$ cat config.mk
export PLATFORM = sky130hd
export DESIGN_NAME = sbt_timer
export DESIGN_NICKNAME = d
export VERILOG_FILES = /design/src/sbt_pkg.sv /design/src/sbt_timer.sv
export VERILOG_INCLUDE_DIRS = /design/src
export SDC_FILE = /design/constraint.sdc
export NUM_CORES = 1
export LEC_CHECK = 0
export ABC_AREA = 1
export BUFFER_PORTS_ARGS = -buffer_cell sky130_fd_sc_hd__clkbuf_2
export CAP_MARGIN = 20
export CORE_MARGIN = 3
export CORE_UTILIZATION = 52
export DETAILED_ROUTE_END_ITERATION = 16
export GPL_ROUTABILITY_DRIVEN = 0
export GPL_TIMING_DRIVEN = 0
export PLACE_DENSITY = 0.72
export SLEW_MARGIN = 20
export SYNTH_ARGS = -nofsm -noshare
export SYNTH_HDL_FRONTEND = slang
export SYNTH_SLANG_ARGS = --single-unit
export TNS_END_PERCENT = 30
$ cat constraint.sdc
create_clock -name sys_clk -period 2.3 [get_ports sys_clk]
set_clock_uncertainty 0.15 [all_clocks]
set_input_delay 0.69 -clock sys_clk [delete_from_list [all_inputs] [get_ports sys_clk]]
set_output_delay 0.69 -clock sys_clk [all_outputs]
set_load 0.02 [all_outputs]
$ cat src/sbt_consts.svh
// timer constants: register addresses, field positions, fixed ceilings, reset values
// included by the timer design, its checker and its bench
`ifndef SBT_CONSTS_SVH
`define SBT_CONSTS_SVH
`define SBT_ADDR_CNT_L 4'h0
`define SBT_ADDR_CNT_H 4'h1
`define SBT_ADDR_MA_L 4'h2
`define SBT_ADDR_MA_H 4'h3
`define SBT_ADDR_MB_L 4'h4
`define SBT_ADDR_MB_H 4'h5
`define SBT_ADDR_MC_L 4'h6
`define SBT_ADDR_MC_H 4'h7
`define SBT_ADDR_SN_L 4'h8
`define SBT_ADDR_SN_H 4'h9
`define SBT_ADDR_CTLA 4'ha
`define SBT_ADDR_CTLB 4'hb
`define SBT_ADDR_CTLC 4'hc
`define SBT_ZERO16 16'h0000
`define SBT_ZERO8 8'h00
`define SBT_MAX16 16'hffff
`define SBT_TOP8 16'h00ff
`define SBT_TOP9 16'h01ff
`define SBT_TOP10 16'h03ff
`define SBT_ONE16 16'h0001
`define SBT_FILT_LEN 3'h4
// flag / mask bit positions
`define SBT_BIT_WRAP 0
`define SBT_BIT_MA 1
`define SBT_BIT_MB 2
`define SBT_BIT_MC 3
`define SBT_BIT_SN 5
// control field positions
`define SBT_CS_LSB 0
`define SBT_CS_MSB 2
`define SBT_MODE_LSB 0
`define SBT_MODE_MSB 3
`define SBT_SN_EDGE_BIT 6
`define SBT_SN_FILT_BIT 7
`define SBT_SN_SRC_BIT 5
`endif

$ cat src/sbt_pkg.sv
// timer types: clock select and ceiling source
// no dependencies
package sbt_pkg;
	typedef enum logic [2:0]
	{
		SBT_CS_OFF = 3'b000,
		SBT_CS_INT = 3'b001,
		SBT_CS_D8 = 3'b010,
		SBT_CS_D64 = 3'b011,
		SBT_CS_D256 = 3'b100,
		SBT_CS_D1024 = 3'b101,
		SBT_CS_EXT_FALL = 3'b110,
		SBT_CS_EXT_RISE = 3'b111
	} sbt_cs_t;
	typedef enum logic [2:0]
	{
		SBT_TOP_MAX = 3'b000,
		SBT_TOP_8 = 3'b001,
		SBT_TOP_9 = 3'b010,
		SBT_TOP_10 = 3'b011,
		SBT_TOP_MATCHA = 3'b100,
		SBT_TOP_SNAP = 3'b101
	} sbt_top_t;
endpackage

$ cat src/sbt_timer.sv
// 16-bit timer with three match channels, one snapshot channel and a shared high-byte
// holding register on an 8-bit processor port; prescale strobes come from outside
`timescale 1ns/10ps
`include "sbt_consts.svh"

// Behaviour
// - power gate high keeps timer disabled
// - counter, match, snapshot 16-bit; controls 8-bit free
// - flags in shared flag reg, masked per bit
// - count only on tick; idle without source
// - three match channels, one snapshot channel
// - buffered match values compared continuously, drive pins
// - match sets its channel flag
// - snapshot on chosen edge, optional noise filter
// - ceiling fixed, match A or snapshot
// - match A as PWM ceiling: no output, buffered
// - snapshot ceiling leaves match A for PWM
// - bottom detected at zero
// - all-ones is maximum
// - one holding register shared by all
// - high write only loads holding register
// - low write loads both bytes at once; snapshot only in snapshot ceiling mode
// - low read copies high byte to holding
// - match reads bypass holding register
// - counter high read returns holding register
// - processor counter write beats count/clear
// - snapshot flag set with snapshot copy
module sbt_timer
(
	input wire logic sys_clk,
	input wire logic rst_n,
	input wire logic timer_one_power_gate,
	input wire logic [3:0] busAddr,
	input wire logic [7:0] busWdata,
	input wire logic busWrite,
	input wire logic busRead,
	output logic [7:0] busRdata,
	input wire logic prescale8,
	input wire logic prescale64,
	input wire logic prescale256,
	input wire logic prescale1024,
	input wire logic external_tick_pin,
	input wire logic snapshot_input_pin,
	input wire logic comparatorOut,
	input wire logic [5:0] flagClear,
	input wire logic [5:0] timer_irq_mask_reg,
	output logic [5:0] timer_flag_reg,
	output logic [2:0] timerIrq,
	output logic [2:0] match_output_pins,
	output logic atBottom,
	output logic atMax
);
	logic [15:0] count_value;
	logic [15:0] matchA;
	logic [15:0] matchB;
	logic [15:0] matchC;
	logic [15:0] bufA;
	logic [15:0] bufB;
	logic [15:0] bufC;
	logic [15:0] snapshot_value;
	logic [7:0] holdHigh;
	logic [7:0] ctlA;
	logic [7:0] ctlB;
	logic [7:0] ctlC;
	logic extPrev;
	logic timer_tick;
	logic [15:0] ceiling;
	logic atCeiling;
	logic cntWrite;
	logic [2:0] matchHit;
	logic snapIn;
	logic [3:0] filtShift;
	logic filtLevel;
	logic snapPrev;
	logic snapEvent;
	logic snapWrite;
	logic lowWrite;
	logic lowRead;
	sbt_pkg::sbt_cs_t clkSel;
	sbt_pkg::sbt_top_t topSel;
	logic running;

	function automatic logic [15:0] sbt_join(input logic [7:0] hi, input logic [7:0] lo);
		sbt_join = {hi, lo};
	endfunction

	function automatic logic sbt_is_high(input logic [3:0] addr);
		sbt_is_high = addr == `SBT_ADDR_CNT_H || addr == `SBT_ADDR_MA_H
			|| addr == `SBT_ADDR_MB_H || addr == `SBT_ADDR_MC_H || addr == `SBT_ADDR_SN_H;
	endfunction

	assign running = !timer_one_power_gate;
	assign clkSel = sbt_pkg::sbt_cs_t'(ctlB[`SBT_CS_MSB:`SBT_CS_LSB]);
	assign topSel = sbt_pkg::sbt_top_t'(ctlA[`SBT_MODE_LSB+2:`SBT_MODE_LSB]);

	// tick select; external edges seen through a one-stage history
	always_comb
	begin
		unique case (clkSel)
			sbt_pkg::SBT_CS_OFF: timer_tick = 1'b0;
			sbt_pkg::SBT_CS_INT: timer_tick = 1'b1;
			sbt_pkg::SBT_CS_D8: timer_tick = prescale8;
			sbt_pkg::SBT_CS_D64: timer_tick = prescale64;
			sbt_pkg::SBT_CS_D256: timer_tick = prescale256;
			sbt_pkg::SBT_CS_D1024: timer_tick = prescale1024;
			sbt_pkg::SBT_CS_EXT_FALL: timer_tick = extPrev & !external_tick_pin;
			sbt_pkg::SBT_CS_EXT_RISE: timer_tick = !extPrev & external_tick_pin;
		endcase
	end

	always_ff @(posedge sys_clk or negedge rst_n)
	begin
		if (!rst_n)
			extPrev <= 1'b0;
		else
			extPrev <= external_tick_pin;
	end

	// ceiling source
	always_comb
	begin
		unique case (topSel)
			sbt_pkg::SBT_TOP_8: ceiling = `SBT_TOP8;
			sbt_pkg::SBT_TOP_9: ceiling = `SBT_TOP9;
			sbt_pkg::SBT_TOP_10: ceiling = `SBT_TOP10;
			sbt_pkg::SBT_TOP_MATCHA: ceiling = matchA;
			sbt_pkg::SBT_TOP_SNAP: ceiling = snapshot_value;
			default: ceiling = `SBT_MAX16;
		endcase
	end

	assign atCeiling = (count_value == ceiling);
	assign atBottom = (count_value == `SBT_ZERO16);
	assign atMax = (count_value == `SBT_MAX16);

	assign lowWrite = busWrite & running;
	assign lowRead = busRead & running;
	assign cntWrite = lowWrite && busAddr == `SBT_ADDR_CNT_L;

	// counter: processor write first, then wrap at ceiling, else count
	always_ff @(posedge sys_clk or negedge rst_n)
	begin
		if (!rst_n)
			count_value <= `SBT_ZERO16;
		else if (cntWrite)
			count_value <= sbt_join(holdHigh, busWdata);
		else if (running && timer_tick)
		begin
			if (atCeiling)
				count_value <= `SBT_ZERO16;
			else
				count_value <= count_value + `SBT_ONE16;
		end
	end

	// holding register shared by every 16-bit register
	always_ff @(posedge sys_clk or negedge rst_n)
	begin
		if (!rst_n)
			holdHigh <= `SBT_ZERO8;
		else if (lowWrite && sbt_is_high(busAddr))
			holdHigh <= busWdata;
		else if (lowRead && busAddr == `SBT_ADDR_CNT_L)
			holdHigh <= count_value[15:8];
		else if (lowRead && busAddr == `SBT_ADDR_SN_L)
			holdHigh <= snapshot_value[15:8];
	end

	// match value staging; live values reload at the ceiling
	always_ff @(posedge sys_clk or negedge rst_n)
	begin
		if (!rst_n)
		begin
			bufA <= `SBT_ZERO16;
			bufB <= `SBT_ZERO16;
			bufC <= `SBT_ZERO16;
		end
		else if (lowWrite)
		begin
			if (busAddr == `SBT_ADDR_MA_L)
				bufA <= sbt_join(holdHigh, busWdata);
			if (busAddr == `SBT_ADDR_MB_L)
				bufB <= sbt_join(holdHigh, busWdata);
			if (busAddr == `SBT_ADDR_MC_L)
				bufC <= sbt_join(holdHigh, busWdata);
		end
	end

	always_ff @(posedge sys_clk or negedge rst_n)
	begin
		if (!rst_n)
		begin
			matchA <= `SBT_ZERO16;
			matchB <= `SBT_ZERO16;
			matchC <= `SBT_ZERO16;
		end
		// with the clock off the live copies follow the staged ones at once
		else if (clkSel == sbt_pkg::SBT_CS_OFF || (running && timer_tick && atCeiling))
		begin
			matchA <= bufA;
			matchB <= bufB;
			matchC <= bufC;
		end
	end

	// continuous compare; a processor counter write suppresses that cycle's match
	assign matchHit[0] = running && !cntWrite && count_value == matchA;
	assign matchHit[1] = running && !cntWrite && count_value == matchB;
	assign matchHit[2] = running && !cntWrite && count_value == matchC;

	// simple waveform: toggle on a fresh match tick; A silent when it sets the ceiling
	always_ff @(posedge sys_clk or negedge rst_n)
	begin
		if (!rst_n)
			match_output_pins <= 3'h0;
		else
		begin
			if (timer_tick && matchHit[0] && topSel != sbt_pkg::SBT_TOP_MATCHA)
				match_output_pins[0] <= !match_output_pins[0];
			if (timer_tick && matchHit[1])
				match_output_pins[1] <= !match_output_pins[1];
			if (timer_tick && matchHit[2])
				match_output_pins[2] <= !match_output_pins[2];
		end
	end

	// snapshot input: source select, noise filter of four equal samples, edge detect
	assign snapIn = ctlB[`SBT_SN_SRC_BIT] ? comparatorOut : snapshot_input_pin;

	always_ff @(posedge sys_clk or negedge rst_n)
	begin
		if (!rst_n)
		begin
			filtShift <= 4'h0;
			filtLevel <= 1'b0;
			snapPrev <= 1'b0;
		end
		else
		begin
			filtShift <= {filtShift[2:0], snapIn};
			if (!ctlB[`SBT_SN_FILT_BIT])
				filtLevel <= snapIn;
			else if (filtShift == 4'hf || filtShift == 4'h0)
				filtLevel <= filtShift[3];
			snapPrev <= filtLevel;
		end
	end

	assign snapEvent = running && (ctlB[`SBT_SN_EDGE_BIT] ? (filtLevel & !snapPrev)
		: (!filtLevel & snapPrev));
	assign snapWrite = lowWrite && busAddr == `SBT_ADDR_SN_L
		&& topSel == sbt_pkg::SBT_TOP_SNAP;

	always_ff @(posedge sys_clk or negedge rst_n)
	begin
		if (!rst_n)
			snapshot_value <= `SBT_ZERO16;
		else if (snapWrite)
			snapshot_value <= sbt_join(holdHigh, busWdata);
		else if (snapEvent && topSel != sbt_pkg::SBT_TOP_SNAP)
			snapshot_value <= count_value;
	end

	// control registers, plain byte access
	always_ff @(posedge sys_clk or negedge rst_n)
	begin
		if (!rst_n)
		begin
			ctlA <= `SBT_ZERO8;
			ctlB <= `SBT_ZERO8;
			ctlC <= `SBT_ZERO8;
		end
		else if (lowWrite)
		begin
			if (busAddr == `SBT_ADDR_CTLA)
				ctlA <= busWdata;
			if (busAddr == `SBT_ADDR_CTLB)
				ctlB <= busWdata;
			if (busAddr == `SBT_ADDR_CTLC)
				ctlC <= busWdata;
		end
	end

	// flags: set wins over clear
	always_ff @(posedge sys_clk or negedge rst_n)
	begin
		if (!rst_n)
			timer_flag_reg <= 6'h00;
		else
		begin
			timer_flag_reg <= timer_flag_reg & ~flagClear;
			if (running && timer_tick && atCeiling)
				timer_flag_reg[`SBT_BIT_WRAP] <= 1'b1;
			if (timer_tick && matchHit[0])
				timer_flag_reg[`SBT_BIT_MA] <= 1'b1;
			if (timer_tick && matchHit[1])
				timer_flag_reg[`SBT_BIT_MB] <= 1'b1;
			if (timer_tick && matchHit[2])
				timer_flag_reg[`SBT_BIT_MC] <= 1'b1;
			if (snapEvent && topSel != sbt_pkg::SBT_TOP_SNAP)
				timer_flag_reg[`SBT_BIT_SN] <= 1'b1;
		end
	end

	assign timerIrq[0] = |(timer_flag_reg[3:0] & timer_irq_mask_reg[3:0]);
	assign timerIrq[1] = timer_flag_reg[`SBT_BIT_SN] & timer_irq_mask_reg[`SBT_BIT_SN];
	// flag bit 4 has no source, so this request stays low
	assign timerIrq[2] = timer_flag_reg[4] & timer_irq_mask_reg[4];

	// read data, registered: answer one cycle after busRead
	always_ff @(posedge sys_clk or negedge rst_n)
	begin
		if (!rst_n)
			busRdata <= `SBT_ZERO8;
		else if (lowRead)
		begin
			// high reads of count and snapshot see the holding byte
			unique case (busAddr)
				`SBT_ADDR_CNT_L: busRdata <= count_value[7:0];
				`SBT_ADDR_CNT_H: busRdata <= holdHigh;
				`SBT_ADDR_MA_L: busRdata <= bufA[7:0];
				`SBT_ADDR_MA_H: busRdata <= bufA[15:8];
				`SBT_ADDR_MB_L: busRdata <= bufB[7:0];
				`SBT_ADDR_MB_H: busRdata <= bufB[15:8];
				`SBT_ADDR_MC_L: busRdata <= bufC[7:0];
				`SBT_ADDR_MC_H: busRdata <= bufC[15:8];
				`SBT_ADDR_SN_L: busRdata <= snapshot_value[7:0];
				`SBT_ADDR_SN_H: busRdata <= holdHigh;
				`SBT_ADDR_CTLA: busRdata <= ctlA;
				`SBT_ADDR_CTLB: busRdata <= ctlB;
				`SBT_ADDR_CTLC: busRdata <= ctlC;
				default: busRdata <= `SBT_ZERO8;
			endcase
		end
	end
endmodule

Word level (Yosys, flattened, before mapping) --
Index checks and enable logic that the tools add are counted.
Storage, ports and cells: register bits 184, bits of input ports 36, output and inout port bits 22
Cells by class: add/sub/neg operators 1, equal/unequal tests 33, multiplexer cells 20, bitwise gates (word level) 11, reduce and logical (&&, ||, !) cells 48
Operators by type and width (number):
- 8-bit case mux with 12 select lines | 1
- 16-bit two-way mux | 5
- 16-bit case mux with 5 select lines | 1
- 16-bit == test | 4
- 4-bit == test, second input constant | 6
- 8-bit two-way mux | 3
- 3-bit == test, second input constant | 6
- 1-bit logical AND | 18
- 16-bit by 1-bit adder with 16-bit output, second input constant | 1
- 16-bit == test, second input constant | 1
- 4-bit by 3-bit == test with 1-bit output, second input constant | 4
- 16-bit logical NOT | 1
- 3-bit by 2-bit == test with 1-bit output, second input constant | 4
- 2-bit AND reduction | 6
- 1-bit logical NOT | 9
- 1-bit two-way mux | 9
- 1-bit AND | 8
- 4-bit by 2-bit == test with 1-bit output, second input constant | 2
- 4-bit logical NOT | 2
- 1-bit case mux with 8 select lines | 1
- 6-bit AND | 1
- 3-bit by 1-bit == test with 1-bit output, second input constant | 2
- 1-bit logical OR | 6
- 3-bit != test, second input constant | 2
- 9 further kinds | 10

Depth between registers and ports, before layout --
Gate-level depths: netlist (run 1).
depth after elaboration 8, gate-level depth with buffers 19, mapped depth without buffers 15

Worst setup path before layout (run 1) --
OpenSTA, ideal clock, no wires.
path type register to output, start register count_value[3], end output port atMax, data arrival time 1.818 ns, data required time 1.460 ns, slack -0.358 ns, cell stages (with the launch flop) 8, cells stage by stage dfrtp_1 -> clkbuf_1 -> nand4_1 -> nor2_1 -> nand2_1 -> nor2_1 -> nand2_1 -> nor4_1
Between the ends: word-level cells in the longest chain between the ends 1
Ends and longest elaborated chain:
- start, declared | line sbt_timer.sv:53 | logic [15:0] count_value;
- start signal, assigned | line sbt_timer.sv:144 | count_value <= `SBT_ZERO16;
- start signal, assigned | line sbt_timer.sv:146 | count_value <= sbt_join(holdHigh, busWdata);
- start signal, assigned | line sbt_timer.sv:150 | count_value <= `SBT_ZERO16;
- 16-bit == test (no line)
- end, declared | line sbt_timer.sv:51 | output logic atMax
No other way between the ends.

Worst setup path after layout (run 1) --
start register count_value[5], end output port atMax
The elaborated chain is that of the path after synthesis.

==> impl_metrics.toml, run 1 <==
[sta]
fin_hold_ws_ps = 57.5
relSlewSlack_pct = 52.2
tns_ps = -21830
setup-violations-final = 74
slew_viol_final = 0
finalHoldViolations = 0
rsz0062_at_grt = "yes"
clock.fmax_mhz = 355
tightest_slew_ps = 717
finalCritPeriodShare_pct = 122
worst_slack_ps = -515
final.min_clock_period_ps = 2820

[synth]
synth_area_sq_mm = 0.00955
yosysMostFrequentCell = "nand2_1"
synth_ff_type = "dfrtp_1"
synthTopCellsByArea = "dfrtp_1 (48%), nand2_1 (13%), o21ai_0 (7.1%)"
synthArstFlopShare_pct = 100
synth-edff-count = 0
synth_cell_types = 38
syn_area_per_cell_sq_um = 8.12
netlist_instances = 1177
syn-num-nets = 1216
synth_top_area_share_pct = 48.2
synthTopCellsByCount = "nand2_1 (325), dfrtp_1 (184), o21ai_0 (135), nand3_1 (114), inv_1 (93)"
ys_ff_latch = 184
yosysWarnings = 0
seq_area_frac_synth_pct = 48.2
yosys.area.top_type = "dfrtp_1"

[routing]
dr.pass1.iters = 6
drc = 0
num_vias = 9461
drt_iter0_markers = 1277
ant_nets = 0
viasPerCell = 6.26
wl_um = 33800
routedWlPerCell_um = 22.4

[place]
io_buffers = 57
post-dp-hpwl_um = 23100

[clock_network]
clk_latency_ps = 450
clk_path_buf_depth = 2
h-tree-depth = 4
cts_sinks = 184
clock_tree.root_cell = "clkbuf_16"
clk_pin_slew_ps = 70
numCtsBuffers = 17
cts_tree = "yes"

[floorplanning]
core_sq_mm = 0.0177
num_io_pins = 58
rows = 48
die_area_sq_mm = 0.0200
die_x_um = 142
initial_core_util_pct = 54.1
dieHeight_um = 142

[finish]
fillers = 1481
multiInputGateArea_sq_mm = 0.00471
area_growth_pct = 22.2
layout-drive-gt1-share_pct = 22.8
final_nets = 1313
antenna_cells = 0
seqCellArea_sq_mm = 0.00462

[worst_hold_path]
hp-class = "in2async"

[grt]
antenna_found_initial = 0
grt_pass1_vias = 8653
grt_max_degree = 67
grt_pass1_wl_um = 50400
grt_usage_pct = 33.3
grt_overflow = 0

[power]
leakagePower_nw = 5.58
power_density_mw_per_mm2 = 1130
irDropWorstVdd_mv = 0.848

[worst_setup_path]
critPathMaxFanout = 7
critPathSlowestCell = "dfrtp_2"
path_class = "reg2out"
max_stage_delay_ps = 540
regToRegStartpoint = "ctlA[1]$_DFFE_PN0P_"
critical_path_arrival_ps = 1980
rr_endpoint = "matchC[5]$_DFFE_PN0P_"
reg2reg_depth = 17
crit_family = "simple AND/OR/NAND/NOR gates"
cp.buffers_inverters = 1
worstPathCellList = "nand2_1 -> nor2_2 -> nand2_2 -> nor2_4 -> nand2_4 -> nor4_4 -> buf_4"
crit_path_end_kind = "output pin"
required_ps = 1460
timing.reg2reg.setup_slack_ps = -420
cp-start-kind = "register"

[outcome]
status = "complete, but fails checks"
failed_checks = "negative setup slack"

[run]
maxCapViolCount = 0
## worst max path at each step
stage | from | end | slack [ps] | cells past startpoint
5_1_grt | count_value[0]$_DFFE_PN0P_ | atMax | -590 | 8
3_5_place_dp | timer_one_power_gate | holdHigh[5]$_DFFE_PN0P_ | -790 | 7
3_3_place_gp | rst_n | bufC[7]$_DFFE_PN0P_ | -3040 | 1
2_1_floorplan | count_value[3]$_DFFE_PN0P_ | atMax | -130 | 7
4_1_cts | count_value[1]$_DFFE_PN0P_ | atMax | -550 | 8
6_report | count_value[5]$_DFFE_PN0P_ | atMax | -520 | 7
## worst register-to-register path, stage by stage (launching register included)
cell	delay, ps
dfrtp_2	480
ha_4	290
nor2_2	110
nand2_1	70
inv_2	140
buf_6	150
nand3_2	60
nand2_1	70
nand2_1	50
nor2_1	100
nand2_1	100
nor2_4	140
nand3_4	170
nand2_4	150
buf_12	150
buf_12	160
nand2_4	80
nand2_2	50
## final cells by class
type | instances | area share [%]
inverters | 105 | 3.55
plain buffers | 51 | 3.29
well taps | 225 | 2.41
clock buffers | 17 | 3.65
clock inverters | 15 | 1.25
repair buffers | 89 | 5.92
multi-input cells | 826 | 40.4
flip-flops and latches | 184 | 39.6
## logic make-up after synthesis
family / Yosys count / share of synthesized area (%)
AO/OA/AOI/OAI: 221 / 14.0
XOR/XNOR: 55 / 5.04
adder cells (fa/ha/maj): 3 / 0.393
buffers and inverters: 167 / 7.28
flip-flops: 184 / 48.2
multiplexers: 1 / 0.118
AND/OR/NAND/NOR: 546 / 24.9
## power breakdown
part           switching (mW)  total (mW)  internal [mW]  leakage [nW]
combinational            2.95        4.92           1.97          2.92
clock                    1.45        2.90           1.44         0.270
sequential               1.19        5.35           4.16          2.39
## repair_timing
action,CTS,global route
hold buffers,0,0
setup endpoints to repair,96,136
buffers inserted,16,8
resized for setup,86,122
cloned,6,1
pin swaps,20,26
## stage by stage
stage / area [sq um] / worst slack (ps) / utilization (%) / cells / total power [mW]
final: 11700 / -515 / 66.1 / 1512 / 13.2
after global routing: 11700 / -586 / 66.1 / 1512 / 13.8
after CTS: 11200 / -549 / 63.5 / 1505 / 12.5
after detailed placement: 10200 / -785 / 57.9 / 1461 / 9.33
after global placement: 10200 / -3040 / 57.5 / 1459 / 9.24
after floorplan: 9590 / -129 / - / 1177 / 7.80
## layer usage
layer | vias up | routed length, um | global-route usage (%)
li1 | 4197 | - | -
met1 | 4423 | 13200 | 47.3
met2 | 702 | 14300 | 47.4
met3 | 139 | 4480 | 9.03
met4 | 0 | 1860 | 15.8
met5 | - | 0 | 0
## layout by cell type (no fill, tap or decap), types with 8 or more instances in the layout
cell type	instances
a221oi_1	24
buf_4	28
clkbuf_1	20
clkbuf_16	20
clkbuf_2	61
dfrtp_1	175
dfrtp_2	9
inv_1	84
inv_2	8
nand2_1	250
nand2_2	57
nand2_4	20
nand3_1	103
nand3_2	12
nand4_1	52
nor2_1	26
o211ai_1	13
o21ai_0	133
o221ai_1	9
o22ai_1	16
xnor2_1	41
xor2_1	14
Power figures use the tool's default switching activity.
==> run 2: changes to the inputs <==
- CORE_UTILIZATION: 52 -> 50
- PLACE_DENSITY: 0.72 -> 0.69
==> impl_metrics.toml, run 2 (synthesized netlist as in run 1, its figures left out) <==
[grt]
grt_usage_pct = 33.1
grt_pass1_vias = 8695
grt_max_degree = 93
grt_pass1_wl_um = 51200
grt_overflow = 0
antenna_found_initial = 0

[sta]
final.min_clock_period_ps = 2820
relSlewSlack_pct = 50.3
slew_viol_final = 0
clock.fmax_mhz = 354
worst_slack_ps = -521
setup-violations-final = 91
tightest_slew_ps = 746
fin_hold_ws_ps = 243
rsz0062_at_grt = "yes"
finalCritPeriodShare_pct = 123
finalHoldViolations = 0
tns_ps = -20330

[floorplanning]
initial_core_util_pct = 52.1
die_x_um = 144
die_area_sq_mm = 0.0208
rows = 49
num_io_pins = 58
dieHeight_um = 144
core_sq_mm = 0.0183

[finish]
final_nets = 1318
antenna_cells = 0
fillers = 1526
layout-drive-gt1-share_pct = 22.7
layout.cells.most_common_list = "nand2_1 (269), dfrtp_1 (175), o21ai_0 (124)"
area_growth_pct = 22.7
final_common_cell = "nand2_1"
fin_area_sq_mm = 0.0117
utilization_pct = 63.9

[routing]
num_vias = 9496
drc = 0
drt_iter0_markers = 1074
ant_nets = 0
routedWlPerCell_um = 22.2
viasPerCell = 6.24
dr.pass1.iters = 6
wl_um = 33800

[clock_network]
clk_pin_slew_ps = 70
cts_tree = "yes"
h-tree-depth = 4
clk_latency_ps = 440
numCtsBuffers = 17
cts_sinks = 184
clk_path_buf_depth = 2
clock_tree.root_cell = "clkbuf_16"

[run]
maxCapViolCount = 0

[worst_setup_path]
cp-start-kind = "register"
cp.buffers_inverters = 1
crit_family = "simple AND/OR/NAND/NOR gates"
crit_path_end_kind = "output pin"
max_stage_delay_ps = 360
worstPathCellList = "ha_2 -> nand4_1 -> nor2_2 -> nand2_2 -> nor2_4 -> nand2_2 -> nor4_4 -> buf_4"
critical_path_arrival_ps = 1980
path_class = "reg2out"
critPathMaxFanout = 2
required_ps = 1460
critPathMostFrequentCell = "nand2_2"
critPathSlowestCell = "dfrtp_1"

[power]
leakagePower_nw = 5.57
irDropWorstVdd_mv = 0.603
power_density_mw_per_mm2 = 1110
finalPower_mw = 13.0

[outcome]
status = "complete, but fails checks"
failed_checks = "negative setup slack"

[place]
dpl_cell_area_sq_mm = 0.0102
post-dp-hpwl_um = 23300
io_buffers = 57

[worst_hold_path]
hp-class = "reg2reg"
==> run 2: what timing repair did <==
action / CTS / global route
buffers inserted: 18 / 9
gates resized for setup: 106 / 105
cloned: 6 / 2
endpoints found under the setup margin: 98 / 130
endpoints found under the hold margin: 9 / 0
hold buffers: 1 / 0
pin swaps: 26 / 20
==> run 2: worst paths after layout <==
check	from	end	slack [ps]	depth (start not counted)
setup / recovery	count_value[0]$_DFFE_PN0P_	atMax	-520	8
hold / removal	filtShift[1]$_DFF_PN0_	filtShift[2]$_DFF_PN0_	240	0
setup reg to reg	ctlA[1]$_DFFE_PN0P_	matchC[7]$_DFFE_PN0P_	-390	17
hold reg to reg	filtShift[1]$_DFF_PN0_	filtShift[2]$_DFF_PN0_	240	0
max in group asynchronous	rst_n	matchB[5]$_DFFE_PN0P_	310	4
min in group asynchronous	rst_n	filtShift[3]$_DFF_PN0_	550	2
==> run 2: where the power goes <==
group / switching [mW] / internal, mW / total (mW)
Clock: 1.36 / 1.43 / 2.78
Combinational: 2.89 / 1.94 / 4.84
Sequential: 1.22 / 4.16 / 5.38
==> run 2: metrics by stage <==
step	cells	setup WS [ps]
2_1_floorplan	1177	-129
3_3_place_gp	1463	-3100
3_5_place_dp	1465	-800
4_1_cts	1511	-507
5_1_grt	1521	-605
6_report	1521	-521
==> run 2: layout make-up <==
cell class                      count  area (sq um)  share of cell area, %
Buffer                             50           377                   3.21
Clock buffer                       20           447                   3.81
Clock inverter                     12          96.3                  0.822
Inverter                          105           417                   3.56
Multi-Input combinational cell    826          4700                   40.1
Sequential cell                   184          4620                   39.4
Tap cell                          229           287                   2.45
Timing Repair Buffer               95           778                   6.64
==> run 2: layer usage <==
metal  GRT usage, %  part of all wire (%)  vias up
met1           47.3                    40     4543
li1               -                     -     4210
met2           48.3                    42      605
met4           15.1                   6.0        0
met5              0                     0        -
met3           7.61                    12      138
